--- src/hdl/adcsc_pkg.sv ---
/*
  Package for the converter sequencer: register offsets, field layouts,
  reset values, trigger encodings, states and conversion timing tables.
  Assumes one system clock; all timing figures are counted in its states.
*/
package adcsc_pkg;

  // Register byte offsets on the APB
  localparam logic [7:0] OFS_CSR   = 8'h00;
  localparam logic [7:0] OFS_MODE  = 8'h04;
  localparam logic [7:0] OFS_MSTOP = 8'h08;
  localparam logic [7:0] OFS_DATA  = 8'h40;   // 16 result words, 8'h40 to 8'h7C
  localparam int         NUM_CH    = 16;

  // Reset values
  localparam logic [7:0] CSR_RESET   = 8'h00;
  localparam logic [7:0] MODE_RESET  = 8'h00;
  localparam logic       MSTOP_RESET = 1'b1;

  // Trigger source encodings
  localparam logic [1:0] TRIG_NONE       = 2'h0;
  localparam logic [1:0] TRIG_PULSE_UNIT = 2'h1;
  localparam logic [1:0] TRIG_EIGHT_BIT  = 2'h2;
  localparam logic [1:0] TRIG_PIN        = 2'h3;

  // Control and status register, bits 7 down to 0
  typedef struct packed {
    logic       conv_end_flag;
    logic       conv_end_irq_enable;
    logic       conv_running;
    logic       rsvd;
    logic [3:0] chan_sel;
  } adcsc_csr_type;

  // Trigger and mode register, bits 7 down to 0
  typedef struct packed {
    logic [1:0] trig_sel;
    logic       scan_enable;
    logic       scan_size;
    logic [1:0] conv_clk_sel;
    logic [1:0] rsvd;
  } adcsc_mode_type;

  typedef enum logic [2:0] {ST_IDLE, ST_DELAY, ST_SAMPLE, ST_CONVERT, ST_GAP} adcsc_state_type;

  // Timing in states, indexed by the clock-select field
  localparam logic [9:0] TD_MIN   [4] = '{10'h012, 10'h00A, 10'h006, 10'h004};
  localparam logic [9:0] TD_MAX   [4] = '{10'h021, 10'h011, 10'h009, 10'h005};
  localparam logic [9:0] SPL      [4] = '{10'h07F, 10'h03F, 10'h01F, 10'h00F};
  localparam logic [9:0] CONV_MAX [4] = '{10'h212, 10'h10A, 10'h086, 10'h044};
  localparam logic [9:0] SCAN_T   [4] = '{10'h200, 10'h100, 10'h080, 10'h040};
  localparam logic [9:0] SAR_BITS = 10'h00A;

  // Sampling plus approximation, the part after the start delay
  function automatic logic [9:0] adcsc_body(input logic [1:0] k);
    return CONV_MAX[k] - TD_MAX[k];
  endfunction

  function automatic logic [9:0] adcsc_conv(input logic [1:0] k);
    return adcsc_body(k) - SPL[k];
  endfunction

  // Pause between scan conversions, so each later one takes the fixed period
  function automatic logic [9:0] adcsc_gap(input logic [1:0] k);
    return SCAN_T[k] - adcsc_body(k);
  endfunction

  function automatic logic [9:0] adcsc_step(input logic [1:0] k);
    return adcsc_conv(k) / SAR_BITS;
  endfunction

endpackage

--- src/hdl/adcsc_top.sv ---
/*
  Converter sequencer: APB register slave, single and scan sequencing,
  trigger selection, start-delay and sampling timing, successive
  approximation control and result storage.
  Assumes an analog macro outside: it samples while sample_hold is high on
  channel analog_chan and drives cmp_in high when the input is at or above
  the level set by sar_dac, settled within one approximation step; the first
  step is one state shorter so the last bit lands before the result is stored.
*/
`timescale 1ns/100ps
module adcsc_top
  import adcsc_pkg::*;
#(
  parameter int RES = 10
) (
  input  wire logic            pclk,
  input  wire logic            presetn,
  input  wire logic            ce,
  input  wire logic            psel,
  input  wire logic            penable,
  input  wire logic            pwrite,
  input  wire logic [7:0]      paddr,
  input  wire logic [31:0]     pwdata,
  output logic      [31:0]     prdata,
  output logic                 pready,
  output logic                 pslverr,
  input  wire logic            cmp_in,
  input  wire logic            timer_pulse_unit_trig,
  input  wire logic            eight_bit_timer_trig,
  input  wire logic            ext_trigger_pin,
  output logic                 sample_hold,
  output logic      [3:0]      analog_chan,
  output logic      [RES-1:0]  sar_dac,
  output logic                 conv_end_irq
);

  adcsc_csr_type   csr;
  adcsc_csr_type   next_csr;
  adcsc_csr_type   wcsr;
  adcsc_mode_type  mode;
  adcsc_state_type st;
  logic            mstop;
  logic [RES-1:0]  data_reg [NUM_CH];
  logic [9:0]      cnt;
  logic [9:0]      stp;
  logic [3:0]      bidx;
  logic            sar_busy;
  logic [3:0]      psc;
  logic            pin_s1;
  logic            pin_s2;
  logic            pin_s3;
  logic            pin_lvl;
  logic            pin_fall;
  logic            trig_start;
  logic            apb_done;
  logic            wr_csr;
  logic            conv_done;
  logic            is_last;
  logic            set_flag;
  logic            single_end;
  logic [1:0]      k;
  logic [3:0]      first_ch;
  logic [3:0]      last_ch;
  logic [9:0]      td_load;
  logic [31:0]     rd_val;
  logic            rd_err;

  assign wcsr = adcsc_csr_type'(pwdata[7:0]);
  assign k    = mode.conv_clk_sel;

  // APB answer: one wait state, write lands on the completing edge
  assign apb_done = psel && penable && pready;
  assign wr_csr   = apb_done && pwrite && !mstop && (paddr == OFS_CSR);

  always_ff @(posedge pclk or negedge presetn) begin
    if (!presetn) begin
      pready  <= 1'b0;
      prdata  <= 32'h0000_0000;
      pslverr <= 1'b0;
    end else if (ce) begin
      pready  <= psel && penable && !pready;
      prdata  <= (psel && penable && !pready && !pwrite) ? rd_val : 32'h0000_0000;
      pslverr <= psel && penable && !pready && rd_err;
    end
  end

  // Read decode; stopped module answers with an error and zero data, except at the module stop register
  always_comb begin
    rd_val = 32'h0000_0000;
    rd_err = 1'b0;
    if (paddr == OFS_MSTOP) begin
      rd_val[0] = mstop;
    end else if (mstop) begin
      rd_err = 1'b1;
    end else if (paddr == OFS_CSR) begin
      rd_val[7:0] = csr;
    end else if (paddr == OFS_MODE) begin
      rd_val[7:0] = mode;
    end else if (paddr[7:6] == OFS_DATA[7:6] && paddr[1:0] == 2'h0) begin
      rd_val[RES-1:0] = data_reg[paddr[5:2]];
    end else begin
      rd_err = 1'b1;
    end
  end

  // Module stop and mode registers; reserved mode bits stay zero
  always_ff @(posedge pclk or negedge presetn) begin
    if (!presetn) begin
      mstop <= MSTOP_RESET;
      mode  <= adcsc_mode_type'(MODE_RESET);
    end else if (ce && apb_done && pwrite) begin
      if (paddr == OFS_MSTOP) begin
        mstop <= pwdata[0];
      end
      if (!mstop && paddr == OFS_MODE) begin
        mode <= adcsc_mode_type'({pwdata[7:2], 2'h0});
      end
    end
  end

  // External pin: three flops, a level counts once stages two and three agree
  always_ff @(posedge pclk or negedge presetn) begin
    if (!presetn) begin
      pin_s1  <= 1'b1;
      pin_s2  <= 1'b1;
      pin_s3  <= 1'b1;
      pin_lvl <= 1'b1;
    end else if (ce) begin
      pin_s1 <= ext_trigger_pin;
      pin_s2 <= pin_s1;
      pin_s3 <= pin_s2;
      if (pin_s2 == pin_s3) begin
        pin_lvl <= pin_s2;
      end
    end
  end

  assign pin_fall = pin_lvl && (pin_s2 == pin_s3) && !pin_s2;

  always_comb begin
    unique case (mode.trig_sel)
      TRIG_NONE:       trig_start = 1'b0;
      TRIG_PULSE_UNIT: trig_start = timer_pulse_unit_trig;
      TRIG_EIGHT_BIT:  trig_start = eight_bit_timer_trig;
      TRIG_PIN:        trig_start = pin_fall;
    endcase
  end

  // group bounds, four-channel start, eight-channel start
  always_comb begin
    if (mode.scan_size) begin
      first_ch = {csr.chan_sel[3], 3'h0};
      last_ch  = csr.chan_sel;
    end else begin
      first_ch = {csr.chan_sel[3:2], 2'h0};
      last_ch  = csr.chan_sel;
    end
  end

  assign is_last    = (analog_chan == last_ch);
  assign conv_done  = ce && csr.conv_running && (st == ST_CONVERT) && (cnt == 10'h000);
  assign single_end = conv_done && !mode.scan_enable;
  // flag after each single conversion, in scan only after the group's last channel
  assign set_flag   = conv_done && (!mode.scan_enable || is_last);

  // Control register next value; hardware sets win over software clears
  always_comb begin
    next_csr = csr;
    if (single_end) begin
      next_csr.conv_running = 1'b0;
    end
    if (wr_csr) begin
      next_csr.conv_end_irq_enable = wcsr.conv_end_irq_enable;
      next_csr.chan_sel            = wcsr.chan_sel;
      next_csr.conv_running        = wcsr.conv_running;
      if (!wcsr.conv_end_flag) begin
        next_csr.conv_end_flag = 1'b0;
      end
    end
    // trigger sets running, same path as software
    if (trig_start) begin
      next_csr.conv_running = 1'b1;
    end
    if (set_flag) begin
      next_csr.conv_end_flag = 1'b1;
    end
    if (mstop) begin
      next_csr.conv_running = 1'b0;
    end
  end

  always_ff @(posedge pclk or negedge presetn) begin
    if (!presetn) begin
      csr          <= adcsc_csr_type'(CSR_RESET);
      conv_end_irq <= 1'b0;
    end else if (ce) begin
      csr          <= next_csr;
      // level from flag and enable, drops with either
      conv_end_irq <= next_csr.conv_end_flag && next_csr.conv_end_irq_enable;
    end
  end

  // Free phase counter; the write lands at a random phase of it
  always_ff @(posedge pclk or negedge presetn) begin
    if (!presetn) begin
      psc <= 4'h0;
    end else if (ce) begin
      psc <= psc + 4'h1;
    end
  end

  // start delay from phase, counted from the start edge
  assign td_load = TD_MIN[k] + ({6'h00, psc} & (TD_MAX[k] - TD_MIN[k])) - 10'h002;

  // Sequencer: delay, sample, approximate, then idle or next channel
  always_ff @(posedge pclk or negedge presetn) begin
    if (!presetn) begin
      st          <= ST_IDLE;
      cnt         <= 10'h000;
      stp         <= 10'h000;
      bidx        <= 4'h0;
      sar_busy    <= 1'b0;
      sar_dac     <= '0;
      sample_hold <= 1'b0;
      analog_chan <= 4'h0;
    end else if (ce) begin
      if (!csr.conv_running) begin
        st          <= ST_IDLE;
        sample_hold <= 1'b0;
        sar_busy    <= 1'b0;
      end else begin
        unique case (st)
          // start, channel and delay taken with the start, scan from first
          ST_IDLE: begin
            st          <= ST_DELAY;
            cnt         <= td_load;
            analog_chan <= mode.scan_enable ? first_ch : csr.chan_sel;
          end
          ST_DELAY: begin
            if (cnt == 10'h000) begin
              st          <= ST_SAMPLE;
              cnt         <= SPL[k] - 10'h001;
              sample_hold <= 1'b1;
            end else begin
              cnt <= cnt - 10'h001;
            end
          end
          ST_SAMPLE: begin
            if (cnt == 10'h000) begin
              st          <= ST_CONVERT;
              cnt         <= adcsc_conv(k) - 10'h001;
              sample_hold <= 1'b0;
              sar_dac     <= {1'b1, {(RES-1){1'b0}}};
              bidx        <= 4'(RES - 1);
              // First step one short: at the slowest clock the last bit would meet the store
              stp         <= adcsc_step(k) - 10'h002;
              sar_busy    <= 1'b1;
            end else begin
              cnt <= cnt - 10'h001;
            end
          end
          ST_CONVERT: begin
            cnt <= cnt - 10'h001;
            if (sar_busy) begin
              if (stp == 10'h000) begin
                sar_dac[bidx] <= cmp_in;
                stp           <= adcsc_step(k) - 10'h001;
                if (bidx == 4'h0) begin
                  sar_busy <= 1'b0;
                end else begin
                  sar_dac[4'(bidx - 4'h1)] <= 1'b1;
                  bidx                     <= bidx - 4'h1;
                end
              end else begin
                stp <= stp - 10'h001;
              end
            end
            if (cnt == 10'h000) begin
              if (mode.scan_enable) begin
                // pause keeps the scan period fixed, wrap to first
                st          <= ST_GAP;
                cnt         <= adcsc_gap(k) - 10'h001;
                analog_chan <= is_last ? first_ch : analog_chan + 4'h1;
              end else begin
                st <= ST_IDLE;
              end
            end
          end
          ST_GAP: begin
            if (cnt == 10'h000) begin
              st          <= ST_SAMPLE;
              cnt         <= SPL[k] - 10'h001;
              sample_hold <= 1'b1;
            end else begin
              cnt <= cnt - 10'h001;
            end
          end
        endcase
      end
    end
  end

  // single result store, scan results in channel order
  always_ff @(posedge pclk or negedge presetn) begin
    if (!presetn) begin
      for (int i = 0; i < NUM_CH; i++) begin
        data_reg[i] <= '0;
      end
    end else if (conv_done) begin
      data_reg[analog_chan] <= sar_dac;
    end
  end

  // Helper: states between scan conversion ends
  logic [9:0] per_cnt;
  logic       prev_scan;
  always_ff @(posedge pclk or negedge presetn) begin
    if (!presetn) begin
      per_cnt   <= 10'h000;
      prev_scan <= 1'b0;
    end else if (ce) begin
      per_cnt   <= conv_done ? 10'h000 : per_cnt + 10'h001;
      prev_scan <= (st == ST_IDLE) ? 1'b0 : (conv_done ? mode.scan_enable : prev_scan);
    end
  end
endmodule // adcsc_top

--- config.mk ---
export PLATFORM = sky130hd
export DESIGN_NAME = adcsc_top
export DESIGN_NICKNAME = d
export VERILOG_FILES = /design/src/hdl/adcsc_pkg.sv /design/src/hdl/adcsc_top.sv
export SDC_FILE = /design/constraint.sdc
export NUM_CORES = 1
export LEC_CHECK = 0
export BUFFER_PORTS_ARGS = -buffer_cell sky130_fd_sc_hd__buf_2
export CORE_ASPECT_RATIO = 0.7
export CORE_MARGIN = 1
export CORE_UTILIZATION = 55
export CTS_BUF_LIST = sky130_fd_sc_hd__clkbuf_16
export DETAILED_ROUTE_END_ITERATION = 10
export GPL_TIMING_DRIVEN = 0
export PLACE_DENSITY = 0.85
export SLEW_MARGIN = 0
export SYNTH_ARGS = -nofsm -noshare
export SYNTH_HDL_FRONTEND = slang
export SYNTH_SLANG_ARGS = --single-unit
export TNS_END_PERCENT = 5
--- constraint.sdc ---
create_clock -name pclk -period 2.4 [get_ports pclk]
set_input_delay 0.12 -clock pclk [delete_from_list [all_inputs] [get_ports pclk]]
set_output_delay 0.12 -clock pclk [all_outputs]
set_load 0.03 [all_outputs]
==> results of run 1 <==
## final timing paths
kind	endpoint	startpoint	cells past startpoint	slack, ns
max in group asynchronous	data_reg[97]$_DFFE_PN0P_	presetn	3	1.03
setup / recovery	cnt[6]$_DFFE_PN0P_	k[1]$_DFFE_PN0P_	13	-0.16
hold / removal	prdata[4]$_DFFE_PN0P_	pwrite	4	-0.007
min in group asynchronous	psc[3]$_DFFE_PN0P_	presetn	2	0.24
hold reg to reg	data_reg[96]$_DFFE_PN0P_	data_reg[96]$_DFFE_PN0P_	1	0.49
setup reg to reg	cnt[6]$_DFFE_PN0P_	k[1]$_DFFE_PN0P_	13	-0.16
## stage by stage
stage	util [%]	power, mW
5_1_grt	66.83	12.95
3_3_place_gp	59.40	8.075
4_1_cts	65.77	12.02
2_1_floorplan	-	7.162
3_5_place_dp	59.56	8.159
6_report	66.83	12.43
## cell type report
type | count | area, um2 | area share (%)
plain buffers | 82 | 469.2 | 3.104
clock buffers | 25 | 625.6 | 4.139
clock inverters | 19 | 123.9 | 0.8195
inverters | 31 | 118.9 | 0.7864
multi-input cells | 725 | 6618 | 43.78
flip-flops and latches | 238 | 5969 | 39.49
well taps | 312 | 390.4 | 2.583
repair buffers | 104 | 800.8 | 5.298
## per-layer routing
metal  wire (um)  global-route usage, %  share of wire [%]
met5           0                      0                  0
met4        1144                  8.971                3.1
met3        5054                  9.725                 13
met2       15950                  45.99                 43
met1       15330                  47.09                 41
## cell usage after synthesis (15+ instances only)
master      n  area [um2]
a21oi_1    44       220.2
nor2_1     47       176.4
nand2_1    52       195.2
ha_1       24       300.3
nand3_1    15       75.07
o21ai_1    26       130.1
dfrtp_1   233        5831
mux4_2     42       945.9
clkbuf_1   49       183.9
nor3_1     16       80.08
a22oi_1    19       142.6
inv_1      30       112.6
mux2_2     84       945.9
xnor2_1    17       148.9
mux2_1     92        1036
a31oi_1    16       100.1
o21ai_0    39       195.2
buf_4      22       165.2
## power breakdown
group	switching, mW	internal, mW
clock network	1.64	2.00
logic	2.64	1.35
registers	0.477	4.32
## kinds of logic after synthesis
group           share of synthesized area (%)
mux                                     23.45
other cells                           0.02953
simple gates                            9.026
buf+inv                                 4.394
compound gates                          11.97
fa+ha+maj                               2.522
xor+xnor                                1.655
flops                                   46.95
## worst reg2reg max path, delay by kind of cell (launching register included)
kind	cells	cell delay (ns)
fa+ha+maj	4	0.96
buf+inv	3	0.27
compound gates	3	0.40
simple gates	2	0.19
xor+xnor	1	0.15
flops	1	0.47
## what timing repair did
action	4_1_cts	5_1_grt
buffers inserted	31	13
pin swaps	9	13
resized for setup	48	36
setup endpoints to repair	190	192
gates cloned	3	0
hold endpoints to repair	120	0
hold buffers	10	0
==> summary.md, run 1 <==
| Metric | Value |
|---|---|
| Max-capacitance violation count | 0 |
| Fill cells | 1,594 |
| Port-buffer cells | 49 |
| Clk buf depth | 3 |
| Most frequent cells in the layout | dfrtp_1 (227), mux2_1 (92), mux2_2 (84) |
| Die Wd | 183.6 um |
| Clock Skew | 0.01154 ns |
| CTS Buf Count | 24 |
| Die Y | 129.1 um |
| Drt first pass iters | 6 |
| Most common flop cell mapped by yosys | dfrtp_1 |
| Area grow syn2layout | 19.04% |
| Synth Cell Area | 12,700 um2 |
| Commonest non-fill, non-tap cell in the layout | dfrtp_1 |
| Setup Viol. Count Final | 48 |
| Post-layout min period | 2.562 ns |
| Drt total wl | 37,480 um |
| Share of cells above drive strength 1 | 30.64% |
| Placed instance area | 13,470 um2 |
| Placed Instances | 1,440 |
| Sink Count | 238 |
| GRT overflow | 0 |
| Total Nets Final | 1,281 |
| CP max stage cell | dfrtp_2 |
| Core area | 22,620 um2 |
| Most frequent CP cell | inv_1 |
| DRT antenna net count | 0 |
| Hold Slack | -0.006974 ns |
| Final instance area | 15,120 um2 |
| Crit-path max FO | 5 |
| Critical-path cell list | ha_4 -> clkbuf_8 -> xnor2_4 -> nand2_2 -> ha_1 -> inv_1 -> ha_2 -> inv_1 -> fa_2 -> nand3_2 -> o31ai_2 -> a31oi_1 -> o21ai_1 |
| Clock root buffer | clkbuf_16 |
| Synth Instances | 1,057 |
| Hold Crit Class | input pin to register |
| Post-synth EDFFs | 0 |
| Pwr Density | 822.1 nW/um2 |
| DRC errors left | 0 |
| # H-tree levels | 1 |
| Peak supply drop | 0.6568 mV |
| Crit path kind | register to register |
| Post-DP HPWL | 23,470 um |
| Antenna violations before repair | 0 |
| Worst-Skew Late Latency | 0.52 ns |
| Fin cells | 1,536 |
| Sequential fraction of the synthesis area | 46.95% |
| Detailed-route wire length per cell | 24.40 um |
| Setup Total Neg Slack | -2.171 ns |
| Unique masters post-synth | 75 |
| CTS tree | done |
| Syn_area_per_cell | 12.01 um2 |
| CP required | 2.79 ns |
| First-pass GRT wire length | 57,230 um |
| Dpl ws | -0.7490 ns |
| Final Max Tran Viols | 0 |
| Initial drt markers | 1,240 |
| Max_slew headroom | 34.87% |
| Largest register FFs | 160 |
| Leak | 6.969 nW |
| WP data arrival | 2.95 ns |
| Num ports | 100 |
| Startpoint types | register |
| Warnings, synthesis | 0 |
| Final worst slack | -0.1616 ns |
| Worst-Margin Slew | 0.9690 ns |
| # rows | 46 |
| Top delay family on crit path | adder cells |
| Status | complete, but fails checks |
| Max stage delay on crit path | 0.47 ns |
| Critical path endpoint category | register |
| Die area | 23,710 um2 |
| Routability Congestion | 0.9424 |
| Tcrit/Tclk final | 106.7% |
| Bufs and invs on worst path | 3 |
| Largest net degree at the start of global routing | 128 |
| RSZ-0062 raised after global routing | true |
| N_diodes | 0 |
| Initial Util | 56.14% |
| Clock-pin slew on the worst setup and hold paths | 0.07 ns |
| Max Clk Rate | 390.4 MHz |
| Vias per cell | 6.598 |
| Hold Vio Cnt, Final | 1 |
| Post-synth ARST share | 100.0% |
| Gr usage total | 32.02% |
| Number of synthesized register bits | 238 |
| Vias | 10,140 |
| Failing checks | negative hold slack, negative setup slack |
| Vias in the first global route | 9,588 |
(Power assumes the default switching activity.)
==> run 2: changes to the inputs <==
- BUFFER_PORTS_ARGS: -buffer_cell sky130_fd_sc_hd__buf_2 -> unset
- CORE_UTILIZATION: 55 -> 32
- DONT_BUFFER_PORTS: unset -> 1
- PLACE_DENSITY: 0.85 -> 0.55
- SLEW_MARGIN: 0 -> 20
==> summary.md, run 2 (synthesized netlist as in run 1, its figures left out) <==
| Metric | Value |
|---|---|
| Vias | 9,335 (was 10,140) |
| Antenna violations before repair | 2 (was 0) |
| Reg2reg setup slack | -0.10 ns (was -0.16 ns) |
| Max-capacitance violation count | 0 (unchanged) |
| Gr usage total | 18.44% (was 32.02%) |
| R2r startpoint | k[1]$_DFFE_PN0P_ (unchanged) |
| Post-layout min period | 2.502 ns (was 2.562 ns) |
| Critical path endpoint category | register (unchanged) |
| Tcrit/Tclk final | 104.2% (was 106.7%) |
| Worst-Margin Slew | 1.249 ns (was 0.9690 ns) |
| CTS Buf Count | 26 (was 24) |
| Setup Viol. Count Final | 5 (was 48) |
| Share of cells above drive strength 1 | 30.18% (was 30.64%) |
| Status | complete, but fails checks (unchanged) |
| Met1 Usage GRT | 28.98% (was 47.09%) |
| Hold Crit Class | input pin to asynchronous set/reset pin (was input pin to register) |
| Failing checks | negative hold slack, negative setup slack (unchanged) |
| CP required | 2.82 ns (was 2.79 ns) |
| Worst Reg-to-Reg Cells | 11 (was 13) |
| DRC errors left | 0 (unchanged) |
| Leak | 6.872 nW (was 6.969 nW) |
| Crit-path max FO | 8 (was 5) |
| Die Wd | 240.1 um (was 183.6 um) |
| Most frequent cells in the layout | dfrtp_1 (227), mux2_2 (83), nand2_1 (51) (was dfrtp_1 (227), mux2_1 (92), mux2_2 (84)) |
| Startpoint types | register (unchanged) |
| RSZ-0062 raised after global routing | true (unchanged) |
| Largest net degree at the start of global routing | 239 (was 128) |
| Peak supply drop | 0.4588 mV (was 0.6568 mV) |
| GRT overflow | 0 (unchanged) |
| Largest register FFs | 160 (unchanged) |
| N_diodes | 0 (unchanged) |
| Vias in the first global route | 8,745 (was 9,588) |
| Clock-pin slew on the worst setup and hold paths | 0.06 ns (was 0.07 ns) |
| WP data arrival | 2.93 ns (was 2.95 ns) |
| Final Max Tran Viols | 0 (unchanged) |
| # H-tree levels | 1 (unchanged) |
| DRT antenna net count | 0 (unchanged) |
| Routability Congestion | 0.8917 (was 0.9424) |
| Drt first pass iters | 6 (unchanged) |
| Met3 Usage GRT | 4.925% (was 9.725%) |
| Pwr Density | 813.5 nW/um2 (was 822.1 nW/um2) |
| # rows | 60 (was 46) |
| Worst r2r dst | cnt[3]$_DFFE_PN0P_ (was cnt[6]$_DFFE_PN0P_) |
| CTS tree | done (unchanged) |
| Critical path origin | k[1]$_DFFE_PN0P_ (unchanged) |
| Vias per cell | 5.491 (was 6.598) |
| Critical Path Sink | cnt[3]$_DFFE_PN0P_ (was cnt[6]$_DFFE_PN0P_) |
| FF/Latch Area | 5969 um2 (unchanged) |
| Area grow syn2layout | 20.87% (was 19.04%) |
| Num ports | 100 (unchanged) |
| Max Clk Rate | 399.7 MHz (was 390.4 MHz) |
| Initial Util | 32.78% (was 56.14%) |
| Final worst slack | -0.1017 ns (was -0.1616 ns) |
| Met2 Use GR | 24.38% (was 45.99%) |
| Max_slew headroom | 16.40% (was 34.87%) |
| Drt total wl | 38,640 um (was 37,480 um) |
| Total Nets Final | 1,228 (was 1,281) |
| Final core utilization | 39.62% (was 66.83%) |
| Clock root buffer | clkbuf_16 (unchanged) |
| Dpl ws | -1.048 ns (was -0.7490 ns) |
| First-pass GRT wire length | 56,180 um (was 57,230 um) |
| Top Usage Layer GRT | met1 (unchanged) |
| Clock Skew | 0.01171 ns (was 0.01154 ns) |
| Sink Count | 238 (unchanged) |
| Hold buffers post-CTS | 17 (was 10) |
| Die Y | 168.7 um (was 129.1 um) |
| Port-buffer cells | 0 (was 49) |
| Detailed-route wire length per cell | 22.73 um (was 24.40 um) |
| Post-DP HPWL | 25,110 um (was 23,470 um) |
| Core area | 38,740 um2 (was 22,620 um2) |
| Initial drt markers | 956 (was 1,240) |
| Worst-Skew Late Latency | 0.55 ns (was 0.52 ns) |
| Crit path kind | register to register (unchanged) |
| Fill cells | 3,715 (was 1,594) |
| Clk buf depth | 3 (unchanged) |
| Commonest non-fill, non-tap cell in the layout | dfrtp_1 (unchanged) |
| Hold Vio Cnt, Final | 238 (was 1) |
| Multi-input logic area | 6736 um2 (was 6618 um2) |
| Die area | 40,500 um2 (was 23,710 um2) |
| Hold Slack | -0.7287 ns (was -0.006974 ns) |
[run 2: changes by cell type in the layout (fill, tap and decap cells not counted), moves of 3 or more]
cell           delta
clkbuf_16         +4
buf_4            -14
buf_2            -46
clkinv_2          -3
nand3_4           +4
nand3_2           -4
mux2_4           +46
dlygate4sd3_1     +7
mux2_1           -45
[run 2: worst max-delay path, stage by stage (launching register included)]
cell and delay (ns):
dfrtp_2 0.49, ha_4 0.19, buf_8 0.14, xnor2_4 0.14, nand2_1 0.08, ha_1 0.28
inv_1 0.07, ha_1 0.14, inv_1 0.05, fa_2 0.51, a21oi_1 0.07, a22o_1 0.23
[run 2: how the worst min path moves through the flow]
stage / endpoint / slack (ns) / startpoint
after CTS: stp[7]$_DFFE_PN0P_ / -0.73 / presetn
after detailed placement: stp[7]$_DFFE_PN0P_ / -0.14 / presetn
after global routing: stp[6]$_DFFE_PN0P_ / -0.75 / presetn
after global placement: stp[6]$_DFFE_PN0P_ / -0.14 / presetn
final: stp[6]$_DFFE_PN0P_ / -0.73 / presetn
after floorplan: analog_chan[0]$_DFFE_PN0P_ / -0.18 / presetn
[run 2: area by class of cell]
type | instances | share of cell area [%]
Sequential cell | 238 | 38.89
Multi-Input combinational cell | 725 | 43.89
Timing Repair Buffer | 50 | 3.546
Tap cell | 527 | 4.296
Buffer | 81 | 3.033
Clock buffer | 27 | 4.402
Inverter | 31 | 0.7581
Clock inverter | 21 | 1.182
[run 2: report_power, final]
group          total [mW]  internal [mW]  switching, mW
sequential           4.94           4.32          0.616
clock                4.06           2.36           1.70
combinational        3.49           1.20           2.29
[run 2: timing repair]
item                                    CTS  global route
buffers inserted                         12            19
hold endpoints to repair                261           238
resized for setup                        39            83
cloned                                    0             5
endpoints found under the setup margin  201           193
pin swaps                                 8             6
[run 2: per-stage QoR]
step / power (mW) / TNS, ns / area (um2) / std cells
after floorplan: 7.162 / -0.03470 / 12800 / 1078
after global placement: 8.010 / -104.51 / 13460 / 1605
after detailed placement: 8.020 / -106.40 / 13460 / 1605
after CTS: 12.26 / -2.550 / 14770 / 1678
after global routing: 13.11 / -2.081 / 15350 / 1700
final: 12.49 / -0.2062 / 15350 / 1700
[run 2: metal layers]
layer  part of all wire [%]  routed length, um
met1                     50              19280
met2                     39              15140
met3                    8.3               3204
met4                    2.6                992
met5                  0.070                 27
==> run 3: changes to the inputs <==
- CORE_ASPECT_RATIO: 0.7 -> 0.8
- CTS_CLUSTER_DIAMETER: unset -> 60
==> summary.md, run 3 (synthesized netlist as in run 1, its figures left out) <==
| Metric | Value |
|---|---|
| Largest net degree at the start of global routing | 239 (unchanged) |
| Die Wd | 224.7 um (was 240.1 um) |
| CTS Buf Count | 28 (was 26) |
| Clock-pin slew on the worst setup and hold paths | 0.06 ns (about the same) |
| CP required | 2.83 ns (was 2.82 ns) |
| Final worst slack | -0.1426 ns (was -0.1017 ns) |
| Drt total wl | 36,550 um (was 38,640 um) |
| Max-capacitance violation count | 0 (unchanged) |
| Failing checks | negative hold slack, negative setup slack (unchanged) |
| Die area | 40,490 um2 (was 40,500 um2) |
| Gr usage total | 18.28% (was 18.44%) |
| Final Max Tran Viols | 0 (unchanged) |
| Clock root buffer | clkbuf_16 (unchanged) |
| Commonest non-fill, non-tap cell in the layout | dfrtp_1 (unchanged) |
| Largest register FFs | 160 (unchanged) |
| Peak supply drop | 0.5710 mV (was 0.4588 mV) |
| Final core utilization | 39.09% (was 39.62%) |
| Pwr Density | 822.7 nW/um2 (was 813.5 nW/um2) |
| Hold Crit Class | input pin to asynchronous set/reset pin (unchanged) |
| Dpl ws | -0.8530 ns (was -1.048 ns) |
| Antenna violations before repair | 0 (was 2) |
| CP max stage cell | fa_2 (unchanged) |
| Max stage delay on crit path | 0.51 ns (about the same) |
| Clk buf depth | 3 (unchanged) |
| DRC errors left | 0 (unchanged) |
| Hold Slack | -0.7253 ns (was -0.7287 ns) |
| Vias | 9,198 (was 9,335) |
| Detailed-route wire length per cell | 21.45 um (was 22.73 um) |
| Critical-path cell list | buf_6 -> ha_4 -> xnor2_2 -> nand2_1 -> ha_1 -> inv_1 -> ha_2 -> inv_2 -> fa_2 -> a21oi_1 -> a22o_1 (was ha_4 -> buf_8 -> xnor2_4 -> nand2_1 -> ha_1 -> inv_1 -> ha_1 -> inv_1 -> fa_2 -> a21oi_1 -> a22o_1) |
| Leak | 6.757 nW (was 6.872 nW) |
| Initial Util | 32.83% (was 32.78%) |
| First-pass GRT wire length | 57,080 um (was 56,180 um) |
| Drt first pass iters | 7 (was 6) |
| Fin cells | 1,704 (was 1,700) |
| Startpoint types | register (unchanged) |
| Initial drt markers | 727 (was 956) |
| # rows | 64 (was 60) |
| Hold buffers post-CTS | 17 (unchanged) |
| Max Clk Rate | 393.3 MHz (was 399.7 MHz) |
| N_diodes | 0 (unchanged) |
| Crit-path max FO | 6 (was 8) |
| Hold Vio Cnt, Final | 238 (unchanged) |
| Share of cells above drive strength 1 | 26.96% (was 30.18%) |
| RSZ-0062 raised after global routing | true (unchanged) |
| Sink Count | 238 (unchanged) |
| Post-DP HPWL | 24,160 um (was 25,110 um) |
| Reg2reg setup slack | -0.14 ns (was -0.10 ns) |
| Top delay family on crit path | adder cells (unchanged) |
| Vias in the first global route | 9,237 (was 8,745) |
| # H-tree levels | 1 (unchanged) |
| Critical path endpoint category | register (unchanged) |
| DRT antenna net count | 0 (unchanged) |
| Total Nets Final | 1,229 (was 1,228) |
| Setup Viol. Count Final | 11 (was 5) |
| Area grow syn2layout | 19.05% (was 20.87%) |
| Bufs and invs on worst path | 3 (unchanged) |
| CTS tree | done (unchanged) |
| Core area | 38,680 um2 (was 38,740 um2) |
| GRT overflow | 0 (unchanged) |
| Tcrit/Tclk final | 105.9% (was 104.2%) |
| Port-buffer cells | 0 (unchanged) |
| Critical path depth | 11 (unchanged) |
| Num ports | 100 (unchanged) |
| Post-layout min period | 2.543 ns (was 2.502 ns) |
| Routability Congestion | 0.8912 (was 0.8917) |
| Worst-Margin Slew | 1.036 ns (was 1.249 ns) |
| Placed Instances | 1,606 (was 1,605) |
| Worst-Skew Late Latency | 0.56 ns (was 0.55 ns) |
| Clock Skew | 0.02519 ns (was 0.01171 ns) |
| Die Y | 180.2 um (was 168.7 um) |
| WP data arrival | 2.97 ns (was 2.93 ns) |
| Status | complete, but fails checks (unchanged) |
| Most frequent cells in the layout | dfrtp_1 (226), mux2_1 (92), mux2_2 (84) (was dfrtp_1 (227), mux2_2 (83), nand2_1 (51)) |
| Worst Reg-to-Reg Cells | 11 (unchanged) |
| Crit path kind | register to register (unchanged) |
| Vias per cell | 5.398 (was 5.491) |
| Max_slew headroom | 30.41% (was 16.40%) |
| Setup Total Neg Slack | -0.6697 ns (was -0.2062 ns) |
run 3: changes by cell type in the layout (fill, tap and decap cells not counted), moves of 3 or more:
cell | previous run | this run
clkinv_2 | 1 | 4
buf_4 | 45 | 50
nand3_4 | 15 | 12
mux2_1 | 47 | 92
o21ai_1 | 26 | 23
clkinv_4 | 3 | 0
mux2_4 | 46 | 0
run 3: layer usage:
layer / GRT usage [%] / wire (um)
met5: 0 / 0
met4: 4.571 / 806
met3: 3.473 / 2164
met2: 27.57 / 16230
met1: 26.81 / 17340
run 3: report_power, final:
| part | leakage (nW) | switching, mW | total, mW | internal [mW] |
|---|---|---|---|---|
| Sequential | 3.22 | 0.610 | 4.94 | 4.33 |
| Clock | 0.457 | 1.72 | 4.07 | 2.34 |
| Combinational | 3.08 | 2.20 | 3.43 | 1.23 |
| Total | 6.76 | 4.54 | 12.4 | 7.90 |
run 3: final timing paths:
kind                                            from                    endpoint
min                                          presetn  analog_chan[3]$_DFFE_PN0P_
max                                 k[1]$_DFFE_PN0P_          cnt[3]$_DFFE_PN0P_
min in group pclk              timer_pulse_unit_trig          csr[5]$_DFFE_PN0P_
min reg2reg                data_reg[121]$_DFFE_PN0P_   data_reg[121]$_DFFE_PN0P_
max in group asynchronous                    presetn          stp[3]$_DFFE_PN0P_
max reg2reg                         k[1]$_DFFE_PN0P_          cnt[3]$_DFFE_PN0P_
run 3: cell type report:
| cell class | instances | area, um2 |
|---|---|---|
| timing repair buffer | 51 | 483.0 |
| sequential | 238 | 5971 |
| clock buffer | 28 | 700.7 |
| multi-input combinational | 722 | 6545 |
| tap | 528 | 660.6 |
| buffer | 82 | 460.4 |
| clock inverter | 24 | 180.2 |
| inverter | 31 | 116.4 |
| fill | 3709 | 23560 |
run 3: worst register-to-register path, delay by kind of cell (launching register included):
kind	cells	cell delay, ns
fa+ha+maj	4	1.14
buf+inv	3	0.26
compound gates	2	0.27
xor+xnor	1	0.16
flops	1	0.49
simple gates	1	0.08
run 3: metrics by stage:
step | cell area, um2 | hold WS, ns | total power [mW]
2_1_floorplan | 12800 | -0.1756 | 7.162
3_3_place_gp | 13460 | -0.1638 | 7.993
3_5_place_dp | 13460 | -0.1686 | 8.011
4_1_cts | 14930 | -0.7562 | 12.32
5_1_grt | 15120 | -0.7477 | 13.09
6_report | 15120 | -0.7253 | 12.44
run 3: timing repair:
action	in CTS	in global routing
setup endpoints to repair	195	163
gates cloned	0	0
resized for setup	46	39
endpoints found under the hold margin	263	238
setup buffers	25	9
pin swaps	10	7
